`src/inc/uil_pkg.sv`:
```
// Package for the UART interrupt identification and line format block
package uil_pkg;

    // Register byte offsets on the bus
    localparam logic [4:0] UIL_OFS_IDENT = 5'h00;
    localparam logic [4:0] UIL_OFS_LFC   = 5'h04;
    localparam logic [4:0] UIL_OFS_FSC   = 5'h08;
    localparam logic [4:0] UIL_OFS_ISE   = 5'h0C;
    localparam logic [4:0] UIL_OFS_DIV   = 5'h10;
    localparam logic [4:0] UIL_OFS_EFR   = 5'h14;
    localparam logic [4:0] UIL_OFS_RAW   = 5'h18;

    // Line format and FIFO control field positions
    localparam int UIL_LFC_DLAB  = 7;
    localparam int UIL_LFC_BRK   = 6;
    localparam int UIL_LFC_FORCE = 5;
    localparam int UIL_LFC_EVEN  = 4;
    localparam int UIL_LFC_PEN   = 3;
    localparam int UIL_LFC_STOP  = 2;
    localparam int UIL_FSC_EN    = 0;

    // Source enable positions
    localparam int UIL_ISE_RX = 0;
    localparam int UIL_ISE_TH = 1;
    localparam int UIL_ISE_LS = 2;
    localparam int UIL_ISE_MS = 3;

    // Reset values
    localparam logic [7:0]  UIL_LFC_RST = 8'h00;
    localparam logic [7:0]  UIL_FSC_RST = 8'h00;
    localparam logic [3:0]  UIL_ISE_RST = 4'h0;
    localparam logic [15:0] UIL_DIV_RST = 16'h0000;
    localparam logic [7:0]  UIL_EFR_RST = 8'h00;

    // Identification codes, bits 3:0
    localparam logic [3:0] UIL_CODE_NONE = 4'h1;
    localparam logic [3:0] UIL_CODE_LS   = 4'h6;
    localparam logic [3:0] UIL_CODE_RX   = 4'h4;
    localparam logic [3:0] UIL_CODE_TO   = 4'hC;
    localparam logic [3:0] UIL_CODE_TH   = 4'h2;
    localparam logic [3:0] UIL_CODE_MS   = 4'h0;

    // Receive trigger levels in bytes
    localparam logic [4:0] UIL_TRIG_0 = 5'h01;
    localparam logic [4:0] UIL_TRIG_1 = 5'h04;
    localparam logic [4:0] UIL_TRIG_2 = 5'h08;
    localparam logic [4:0] UIL_TRIG_3 = 5'h0E;

    // Idle character times before a receive timeout
    localparam logic [7:0] UIL_TO_CHARS = 8'h04;

    // Latched source under report, one-hot
    typedef enum logic [5:0] {
        UIL_SRC_NONE = 6'b000001,
        UIL_SRC_LS   = 6'b000010,
        UIL_SRC_RX   = 6'b000100,
        UIL_SRC_TO   = 6'b001000,
        UIL_SRC_TH   = 6'b010000,
        UIL_SRC_MS   = 6'b100000
    } uil_src_t;

    // Events and levels from the rest of the UART
    typedef struct packed {
        logic       line_status;
        logic       thr_empty;
        logic       modem_change;
        logic       rx_activity;
        logic [4:0] rx_level;
    } uil_events_t;

    // Format settings handed to transmitter and receiver
    typedef struct packed {
        logic [3:0]  data_bits;
        logic        parity_en;
        logic        parity_even;
        logic        parity_force;
        logic        stop_long;
        logic        stop_half;
        logic        brk;
        logic        fifo_en;
        logic [1:0]  trig_sel;
        logic [15:0] divisor;
        logic [7:0]  efr;
    } uil_format_t;

endpackage

```
`src/hw/uil_irq_format.sv`:
```
// Interrupt identification and line format control with Wishbone slave
`timescale 1ns/1ps
module uil_irq_format
    import uil_pkg::*;
(
    // Clock and reset
    input  wire logic        clk_i,
    input  wire logic        rst_i,
    // Wishbone slave
    input  wire logic        cyc_i,
    input  wire logic        stb_i,
    input  wire logic        we_i,
    input  wire logic [4:0]  adr_i,
    input  wire logic [3:0]  sel_i,
    input  wire logic [31:0] dat_i,
    output logic      [31:0] dat_o,
    output logic             ack_o,
    // Interrupt sources and bit-time tick
    input  wire uil_events_t evt_i,
    input  wire logic        bit_tick_i,
    // Transmit path
    input  wire logic        tx_serial_i,
    input  wire logic [7:0]  tx_char_i,
    output logic             tx_line_o,
    output logic             tx_parity_o,
    // Receive parity check
    input  wire logic [7:0]  rx_char_i,
    input  wire logic        rx_parity_i,
    input  wire logic        rx_valid_i,
    output logic             rx_parity_err_o,
    // Format and interrupt status
    output uil_format_t      fmt_o,
    output logic             irq_pending_o
);

    // Whole module state
    typedef struct packed {
        logic [7:0]  lfc;
        logic [7:0]  fsc;
        logic [3:0]  ise;
        logic [15:0] div;
        logic [7:0]  efr;
        logic        ls_flag;
        logic        rx_flag;
        logic        to_flag;
        logic        th_flag;
        logic        ms_flag;
        logic        rx_cond_q;
        logic [7:0]  to_cnt;
        uil_src_t    cur;
        logic        ack;
        logic [31:0] dat;
        logic        tx_line;
        logic        tx_par;
        logic        rx_err;
    } uil_state_t;

    localparam uil_state_t UIL_STATE_RST = '{
        lfc:       UIL_LFC_RST,
        fsc:       UIL_FSC_RST,
        ise:       UIL_ISE_RST,
        div:       UIL_DIV_RST,
        efr:       UIL_EFR_RST,
        ls_flag:   1'b0,
        rx_flag:   1'b0,
        to_flag:   1'b0,
        th_flag:   1'b0,
        ms_flag:   1'b0,
        rx_cond_q: 1'b0,
        to_cnt:    8'h00,
        cur:       UIL_SRC_NONE,
        ack:       1'b0,
        dat:       32'h0000_0000,
        tx_line:   1'b1,
        tx_par:    1'b0,
        rx_err:    1'b0
    };

    uil_state_t s;
    uil_state_t next_s;

    // Trigger level in bytes from the two select bits
    function automatic logic [4:0] trig_level(input logic [1:0] sel);
        case (sel)
            2'b00:   trig_level = UIL_TRIG_0;
            2'b01:   trig_level = UIL_TRIG_1;
            2'b10:   trig_level = UIL_TRIG_2;
            default: trig_level = UIL_TRIG_3;
        endcase
    endfunction

    // Bits in one frame; a half stop bit is counted whole for timing
    // Start, five data bits and the first stop bit make the base of seven
    function automatic logic [3:0] frame_bits(input logic [7:0] lfc);
        logic [3:0] n;
        n = 4'h7 + {2'b00, lfc[1:0]};
        n = n + {3'b000, lfc[UIL_LFC_PEN]};
        n = n + {3'b000, lfc[UIL_LFC_STOP]};
        frame_bits = n;
    endfunction

    // Parity bit expected for a character under the current format
    function automatic logic parity_of(input logic [7:0] ch, input logic [7:0] lfc);
        logic [7:0] mask;
        logic       ones;
        mask = 8'hFF >> (2'd3 - lfc[1:0]);
        ones = ^(ch & mask);
        if (lfc[UIL_LFC_FORCE]) begin
            parity_of = ~lfc[UIL_LFC_EVEN];
        end else if (lfc[UIL_LFC_EVEN]) begin
            parity_of = ones;
        end else begin
            parity_of = ~ones;
        end
    endfunction

    // Identification code of a latched source
    function automatic logic [3:0] code_of(input uil_src_t src);
        case (src)
            UIL_SRC_LS: code_of = UIL_CODE_LS;
            UIL_SRC_RX: code_of = UIL_CODE_RX;
            UIL_SRC_TO: code_of = UIL_CODE_TO;
            UIL_SRC_TH: code_of = UIL_CODE_TH;
            UIL_SRC_MS: code_of = UIL_CODE_MS;
            default:    code_of = UIL_CODE_NONE;
        endcase
    endfunction

    // Bus decode, interrupt source and line format terms
    logic       req;
    logic       wr;
    logic       rd;
    logic       ident_rd;
    logic       fifo_on;
    logic       dlab;
    logic [7:0] ident_byte;
    logic       rx_cond;
    logic [7:0] to_limit;
    logic       ls_pend;
    logic       rx_pend;
    logic       to_pend;
    logic       th_pend;
    logic       ms_pend;
    logic       cur_live;
    logic [3:0] frame_len;
    logic       ls_served;
    logic       rx_served;
    logic       to_served;
    logic       th_served;
    logic       ms_served;

    // Request is taken once; ack falls the cycle after it rose
    assign req      = cyc_i & stb_i & ~s.ack;
    assign wr       = req & we_i;
    assign rd       = req & ~we_i;
    assign ident_rd = rd & (adr_i == UIL_OFS_IDENT);
    assign fifo_on  = s.fsc[UIL_FSC_EN];
    assign dlab     = s.lfc[UIL_LFC_DLAB];

    // Enabled pending sources
    assign ls_pend = s.ls_flag & s.ise[UIL_ISE_LS];
    assign rx_pend = s.rx_flag & s.ise[UIL_ISE_RX];
    assign to_pend = s.to_flag & s.ise[UIL_ISE_RX];
    assign th_pend = s.th_flag & s.ise[UIL_ISE_TH];
    assign ms_pend = s.ms_flag & s.ise[UIL_ISE_MS];

    // Ident read that services a source; only that source's flag drops
    assign ls_served = ident_rd & (s.cur == UIL_SRC_LS);
    assign rx_served = ident_rd & (s.cur == UIL_SRC_RX);
    assign to_served = ident_rd & (s.cur == UIL_SRC_TO);
    assign th_served = ident_rd & (s.cur == UIL_SRC_TH);
    assign ms_served = ident_rd & (s.cur == UIL_SRC_MS);

    // Fill condition for receive data available
    always_comb begin
        if (fifo_on) begin
            rx_cond = evt_i.rx_level >= trig_level(s.fsc[7:6]);
        end else begin
            rx_cond = evt_i.rx_level != 5'h00;
        end
    end

    // Bit times in one character under the current format
    assign frame_len = frame_bits(s.lfc);

    // Four character times of silence, in bit ticks
    assign to_limit = 8'(UIL_TO_CHARS * frame_len);

    // Still-valid check of the source under report
    // A source whose flag or enable drops is let go at once
    always_comb begin
        case (s.cur)
            UIL_SRC_LS: cur_live = ls_pend;
            UIL_SRC_RX: cur_live = rx_pend;
            UIL_SRC_TO: cur_live = to_pend;
            UIL_SRC_TH: cur_live = th_pend;
            UIL_SRC_MS: cur_live = ms_pend;
            default:    cur_live = 1'b0;
        endcase
    end

    // Identification byte as software sees it
    assign ident_byte = {{2{fifo_on}}, 2'b00, code_of(s.cur)};

    // Next-state logic
    always_comb begin
        next_s = s;
        // Ack for one cycle; a strobe still high then is not taken twice
        next_s.ack = req;

        // Sticky sources; a new event beats the clear of the same cycle
        if (ls_served) begin
            next_s.ls_flag = 1'b0;
        end
        if (evt_i.line_status) begin
            next_s.ls_flag = 1'b1;
        end
        if (th_served) begin
            next_s.th_flag = 1'b0;
        end
        if (evt_i.thr_empty) begin
            next_s.th_flag = 1'b1;
        end
        if (ms_served) begin
            next_s.ms_flag = 1'b0;
        end
        if (evt_i.modem_change) begin
            next_s.ms_flag = 1'b1;
        end

        // Data available follows the fill level; armed again on each crossing
        next_s.rx_cond_q = rx_cond;
        if (!rx_cond || rx_served) begin
            next_s.rx_flag = 1'b0;
        end
        if (rx_cond && !s.rx_cond_q) begin
            next_s.rx_flag = 1'b1;
        end

        // Timeout counts idle bit times while data waits, FIFO mode only
        if (!fifo_on || evt_i.rx_activity || evt_i.rx_level == 5'h00) begin
            next_s.to_cnt  = 8'h00;
            next_s.to_flag = 1'b0;
        end else begin
            if (to_served) begin
                next_s.to_flag = 1'b0;
            end
            // Count stops at the limit, so a long silence cannot wrap round
            if (bit_tick_i && s.to_cnt < to_limit) begin
                next_s.to_cnt = s.to_cnt + 8'h01;
                if (s.to_cnt == to_limit - 8'h01) begin
                    next_s.to_flag = 1'b1;
                end
            end
        end

        // Hold the reported source until serviced, then pick the highest
        if (ident_rd || !cur_live) begin
            next_s.cur = UIL_SRC_NONE;
        end
        // After a read the report stays empty one cycle, then re-arbitrates
        if (s.cur == UIL_SRC_NONE && !ident_rd) begin
            if (ls_pend) begin
                next_s.cur = UIL_SRC_LS;
            end else if (rx_pend) begin
                next_s.cur = UIL_SRC_RX;
            end else if (to_pend) begin
                next_s.cur = UIL_SRC_TO;
            end else if (th_pend) begin
                next_s.cur = UIL_SRC_TH;
            end else if (ms_pend) begin
                next_s.cur = UIL_SRC_MS;
            end
        end

        // Register writes, byte lane 0 for byte-wide registers
        if (wr) begin
            case (adr_i)
                UIL_OFS_LFC: begin
                    if (sel_i[0]) begin
                        next_s.lfc = dat_i[7:0];
                    end
                end
                UIL_OFS_FSC: begin
                    if (sel_i[0]) begin
                        next_s.fsc = dat_i[7:0];
                    end
                end
                UIL_OFS_ISE: begin
                    if (sel_i[0]) begin
                        next_s.ise = dat_i[3:0];
                    end
                end
                UIL_OFS_DIV: begin
                    // Hidden while the access gate is closed
                    if (dlab && sel_i[0]) begin
                        next_s.div[7:0] = dat_i[7:0];
                    end
                    if (dlab && sel_i[1]) begin
                        next_s.div[15:8] = dat_i[15:8];
                    end
                end
                UIL_OFS_EFR: begin
                    if (dlab && sel_i[0]) begin
                        next_s.efr = dat_i[7:0];
                    end
                end
                UIL_OFS_IDENT, UIL_OFS_RAW: begin
                    // Status only: the write is acknowledged and dropped
                end
                default: begin
                end
            endcase
        end

        // Read data; unmapped and hidden offsets read zero
        next_s.dat = 32'h0000_0000;
        if (rd) begin
            case (adr_i)
                UIL_OFS_IDENT: next_s.dat = {24'h000000, ident_byte};
                UIL_OFS_LFC:   next_s.dat = {24'h000000, s.lfc};
                UIL_OFS_FSC:   next_s.dat = {24'h000000, s.fsc};
                UIL_OFS_ISE:   next_s.dat = {28'h0000000, s.ise};
                UIL_OFS_DIV:   next_s.dat = dlab ? {16'h0000, s.div} : 32'h0000_0000;
                UIL_OFS_EFR:   next_s.dat = dlab ? {24'h000000, s.efr} : 32'h0000_0000;
                // Raw flags ignore the enables, so software can poll masked sources
                UIL_OFS_RAW:   next_s.dat = {26'h0, rx_cond, s.ms_flag, s.th_flag,
                                             s.to_flag, s.rx_flag, s.ls_flag};
                default:       next_s.dat = 32'h0000_0000;
            endcase
        end

        // Break overrides the serial stream for as long as the bit is set
        next_s.tx_line = s.lfc[UIL_LFC_BRK] ? 1'b0 : tx_serial_i;

        // Transmit parity bit and receive check
        next_s.tx_par = s.lfc[UIL_LFC_PEN] ? parity_of(tx_char_i, s.lfc) : 1'b0;
        if (rx_valid_i) begin
            next_s.rx_err = s.lfc[UIL_LFC_PEN]
                          & (rx_parity_i != parity_of(rx_char_i, s.lfc));
        end
    end

    // State register, synchronous reset
    always_ff @(posedge clk_i) begin
        if (rst_i) begin
            s <= UIL_STATE_RST;
        end else begin
            s <= next_s;
        end
    end

    // Format bundle for transmitter and receiver
    always_comb begin
        fmt_o.data_bits    = 4'h5 + {2'b00, s.lfc[1:0]};
        fmt_o.parity_en    = s.lfc[UIL_LFC_PEN];
        fmt_o.parity_even  = s.lfc[UIL_LFC_EVEN];
        fmt_o.parity_force = s.lfc[UIL_LFC_FORCE];
        fmt_o.stop_long    = s.lfc[UIL_LFC_STOP];
        fmt_o.stop_half    = s.lfc[UIL_LFC_STOP] & (s.lfc[1:0] == 2'b00);
        fmt_o.brk          = s.lfc[UIL_LFC_BRK];
        fmt_o.fifo_en      = fifo_on;
        fmt_o.trig_sel     = s.fsc[7:6];
        fmt_o.divisor      = s.div;
        fmt_o.efr          = s.efr;
    end

    // Registered outputs
    assign dat_o           = s.dat;
    assign ack_o           = s.ack;
    assign tx_line_o       = s.tx_line;
    assign tx_parity_o     = s.tx_par;
    assign rx_parity_err_o = s.rx_err;
    assign irq_pending_o   = s.cur != UIL_SRC_NONE;

endmodule

```
`config.mk`:
```
export PLATFORM = sky130hd
export DESIGN_NAME = uil_irq_format
export DESIGN_NICKNAME = d
export VERILOG_FILES = /design/src/inc/uil_pkg.sv /design/src/hw/uil_irq_format.sv
export SDC_FILE = /design/constraint.sdc
export NUM_CORES = 1
export LEC_CHECK = 0
export BUFFER_PORTS_ARGS = -buffer_cell sky130_fd_sc_hd__buf_2
export CORE_MARGIN = 8
export CORE_UTILIZATION = 45
export CTS_BUF_LIST = sky130_fd_sc_hd__clkbuf_8
export DETAILED_ROUTE_END_ITERATION = 6
export PLACE_DENSITY_LB_ADDON = 0.25
export RECOVER_POWER = 100
export SETUP_SLACK_MARGIN = 0.05
export SLEW_MARGIN = 20
export SYNTH_ARGS = -nofsm -noshare
export SYNTH_HDL_FRONTEND = slang
export SYNTH_SLANG_ARGS = --single-unit
```
`constraint.sdc`:
```
create_clock -name clk_i -period 4.2 [get_ports clk_i]
set_input_delay 0.21 -clock clk_i [delete_from_list [all_inputs] [get_ports clk_i]]
set_output_delay 0.21 -clock clk_i [all_outputs]
set_load 0.005 [all_outputs]
```
# [Word-level counts from Yosys, hierarchy flattened]
# Cells that the tools add are included.
[totals] wordCells=138 register_bits=100
[op_classes] n_addsub=7 reduce_logical=34 n_eq_ne=17 n_bitwise=26 n_shift=1 order_cmp=2 muxes=32
[op_table] operator="one-hot mux 16 bit (7 select lines)" n=1
[op_table] operator="2-to-1 mux 6 bit" n=7
[op_table] operator="one-hot mux 4 bit (5 select lines)" n=1
[op_table] operator="2-to-1 mux 1 bit" n=18
[op_table] operator="AND reduction 3 bit" n=6
[op_table] operator="AND 1 bit" n=17
[op_table] operator="AND 8 bit" n=2
[op_table] operator="2-to-1 mux 16 bit" n=1
[op_table] operator="parity 8 bit" n=2
[op_table] operator="equality test 5 bit, second input constant" n=3
[op_table] operator="one-hot mux 4 bit (3 select lines)" n=1
[op_table] operator="equality test 5 x 4 -> 1 bit, second input constant" n=2
[op_table] operator="logical NOT 5 bit" n=2
[op_table] operator="adder 3 x 2 -> 4 bit, first input constant" n=2
[op_table] operator="adder 4 x 1 -> 4 bit" n=2
[op_table] operator="adder 8 x 1 -> 8 bit, second input constant" n=1
[op_table] operator="equality test 8 bit" n=1
[op_table] operator="< comparator 8 x 6 -> 1 bit" n=1
[op_table] operator="2-to-1 mux 8 bit" n=1
[op_table] operator="nonzero test 2 bit" n=4
[op_table] operator="right shift 8 x 2 -> 8 bit, first input constant" n=1
[op_table] operator="NOT 1 bit" n=7
[op_table] operator="subtractor 6 x 1 -> 7 bit, second input constant" n=1
[op_table] operator="equality test 6 x 1 -> 1 bit, second input constant" n=1
[op_table] operator="20 further kinds" n=34

# [Depth between registers and ports, before layout]
[logic_depth] word_depth=12 ltp_mapped=12 ltp_nobuf=12

# [Least setup slack after synthesis]
# No wires, ideal clock.
[synth_path] path_type="register -> register" start="register s[92] (netlist bit)" end="register s[46] (netlist bit)" slack_ps=1278 stages_incl_launch_ff=13 setup_ps=71 required_ps=4129 arrival_ps=2851 path_buffers=0 cell_sequence="dfxtp_1 > inv_1 > ha_1 > inv_1 > ha_1 > fa_1 > inv_1 > ha_1 > nor2b_1 > o21a_1 > o21a_1 > or4_1 > a21oi_1"
[synth_between] elab_chain_len=5
[synth_lines] element="start, declared" line_no="uil_irq_format.sv:79" rtl="uil_state_t s;"
[synth_lines] element="start signal, assigned" line_no="uil_irq_format.sv:349" rtl="s <= next_s;"
[synth_lines] element="adder 3 x 2 -> 4 bit" line_no="uil_irq_format.sv:96" rtl="n = 4'h7 + {2'b00, lfc[1:0]};"
[synth_lines] element="adder 4 x 1 -> 4 bit" line_no="uil_irq_format.sv:97" rtl="n = n + {3'b000, lfc[UIL_LFC_PEN]};"
[synth_lines] element="adder 4 x 1 -> 4 bit" line_no="uil_irq_format.sv:98" rtl="n = n + {3'b000, lfc[UIL_LFC_STOP]};"
[synth_lines] element="< comparator 8 x 6 -> 1 bit" line_no="uil_irq_format.sv:249" rtl="if (bit_tick_i && s.to_cnt < to_limit) begin"
[synth_lines] element="logical AND 1 bit" line_no="uil_irq_format.sv:249"
# No other way between the ends.
# A chain may end at the register's enable or synchronous reset.

# [Worst setup path after layout]
# Same ends and word-level chain as after synthesis.

==> reports/results.ini <==
[clock_network]
cts_max_level=3
postCtsResizedCells=0
cts_hold_buf=0
cts_tree=yes
cts-root-buf=clkbuf_8
cts_max_path_buffers=2
clock_latency_ns=0.35
clk_pin_slew_ns=0.09
clock_sinks=84
post_cts_buffers=0
cts_buffers=9

[placement]
gp_congestion=0.841
port_buffers=114
dpl.hpwl_um=9320
placed_area_um2=5070

[routing]
vias_per_cell=5.15
first_pass_iters=4
wl_per_cell_um=15.9
antenna_left=0
vias=3873
drt_iter0_markers=260
routed_wl_um=12000
drc=0

[worst_setup_path]
path_cells=inv_1 > ha_1 > inv_1 > ha_1 > fa_1 > xor2_1 > ha_1 > o21a_1 > o21a_1 > or4_1 > a21oi_1
crit_path_end_kind=flop
cp.required_ns=4.48
worst_path_max_delay_cell=or4_1
crit_path_max_incr_delay_ns=0.53
crit_path_frequent_cell=ha_1
cp_max_fo=10
criticalPathCategory=flop to flop
worst_setup_path_start_kind=flop
arrival_ns=3.45

[logic_synthesis]
syn-cell-area_um2=4810
yosys_register_bits=84
synth_cell_types=62
synth_flop_cell=dfxtp_1
seq_area_frac_synth_pct=34.9
ys.warnings.count=0
synth_edf_count=0
async_flop_share_pct=0
avgSynthCellArea_um2=8.75
netlist_instances=550

[pwr]
pwr-share-seq_pct=55.9
combinationalPowerShare_pct=7.4
powerDensity_nw_per_um2=280
switchingPower_uw=378
clkPwrFrac_pct=36.7
peakVddDrop_mv=0.164
swShare_pct=26.3
intPower_uw=1060
p_leak_uw=0.00226

[sta]
fin_crit_ns=3.17
slew_headroom_pct=-8.77
tns_ns=0
drv_slew=37
setup_viol=0
hold_viol_final=0
fmax_ghz=0.315
period_share_pct=75.5
max_slew.worst_pin.slew_ns=1.63
rsz0062_at_grt=no
fin_skew_ns=0.0104

[final_layout]
multiInputGateArea_um2=2530
syn2layout_area_growth_pct=6.89
nFillCells=1072
final_common_cell=dfxtp_1
seqCellArea_um2=1680
mostFrequentLayoutCells=84 x dfxtp_1, 75 x nor2_1, 70 x buf_2
final_area_um2=5140
finalNetCount=704
drive_gt1_share_pct=14.6
n_antenna_cell=0

[flow_run]
maxCapViolCount=1

[die]
die_height_um=119
fp.coreArea_um2=10400
rows=37
dieArea_um2=14300
die_w_um=119
ioPinCount=149
initial_core_util_pct=46.4

[global_route]
grt_max_degree=37
grt_overflow=0
grt_pass1_vias=3929
grt_pass1_wl_um=19400
grt_usage_pct=16.4
antenna_found_initial=0

[worst_hold_path]
worst_hold_path_type=primary input to flop

[run_status]
status=complete, but fails checks
violations=max-capacitance violations, max-slew violations

state kept, by name, indices dropped and copies added, names as in the netlist:
name,cells
dat_o,16
fmt_o,32
tx_parity_o,1
rx_parity_err_o,1
tx_line_o,1
s,31
ack_o,1
dlab,1
worst paths after layout:
kind	startpoint	to	slack [ns]	cells past startpoint
min	tx_serial_i	tx_line_o$_SDFF_PP1_	0.05	2
max reg2reg	s[92]$_SDFFE_PP0P_	s[46]$_SDFFE_PP0P_	1.03	11
min reg2reg	s[50]$_SDFF_PP0_	s[54]$_SDFFE_PP0P_	0.45	1
max	s[92]$_SDFFE_PP0P_	s[46]$_SDFFE_PP0P_	1.03	11
stage by stage:
stage	util, %	hold WS (ns)	power, uW	setup slack [ns]	cells
floorplan	-	0.325	890	1.28	565
global placement	48.9	0.410	929	1.13	736
detailed placement	48.9	0.417	932	1.02	736
CTS	50.5	0.0300	1460	1.00	752
global route	49.6	0.0397	1500	0.838	752
finish	49.6	0.0477	1440	1.03	752
Yosys cell counts, drive strengths merged, types with 5 or more instances:
| master | number | area, um^2 |
|---|---|---|
| xnor2 | 16 | 140 |
| nor2 | 75 | 282 |
| inv | 18 | 67.6 |
| nand3 | 15 | 75.1 |
| and2 | 13 | 81.3 |
| o21ai | 13 | 65.1 |
| clkbuf | 12 | 45.0 |
| dfxtp | 84 | 1680 |
| buf | 68 | 507 |
| nand2 | 34 | 130 |
| nor2b | 12 | 75.1 |
| a22oi | 7 | 52.6 |
| nor3 | 13 | 92.6 |
| mux2i | 56 | 561 |
| a21oi | 19 | 95.1 |
| ha | 17 | 213 |
| nand4 | 5 | 31.3 |
| nand2b | 6 | 37.5 |
worst max-delay path, delay by kind of cell, from the launching register on:
kind	cells	cell delay, ns
AOI/OAI and AO/OA	3	0.51
xor gates and xnor gates	1	0.34
adders and majority gates	4	1.16
buffers and inverters	2	0.15
DFF	1	0.40
and+or+nand+nor	1	0.53
area by class of cell:
class / count / area share, %
well taps: 136 / 3.31
clock buffers: 9 / 2.41
repair buffers: 115 / 10.1
multi-input cells: 383 / 49.2
clock inverters: 7 / 0.997
flip-flops and latches: 84 / 32.7
inverters: 18 / 1.31
cells by family (layout without fill, tap and decap cells):
family                   after synthesis  count (layout)  share of synthesized area [%]
AND/OR/NAND/NOR                      200             200                           21.3
AO/OA/AOI/OAI                         70              70                           9.49
multiplexers                          57              57                           11.9
flip-flops                            84              84                           34.9
buffers and inverters                 98             149                           12.9
other                                  1              16                         0.0779
adder cells (fa/ha/maj)               18              18                           4.83
XOR/XNOR                              22              22                           4.57
metal layers:
| metal | vias up | global-route usage [%] | share of wire, % |
|---|---|---|---|
| met5 | - | 0 | 0 |
| met4 | 0 | 4.37 | 1.4 |
| met3 | 13 | 4.58 | 6.0 |
| met2 | 113 | 28.0 | 49 |
| met1 | 1805 | 19.8 | 44 |
| li1 | 1942 | - | - |
power by group through the flow:
stage                     combinational [uW]  sequential (uW)  clock [uW]
after floorplan                         68.8              822           0
after global placement                   106              824           0
after detailed placement                 108              824           0
after CTS                                109              805         548
after global routing                     117              806         578
final                                    106              805         528
No activity file was read; power rests on OpenSTA's default activity.
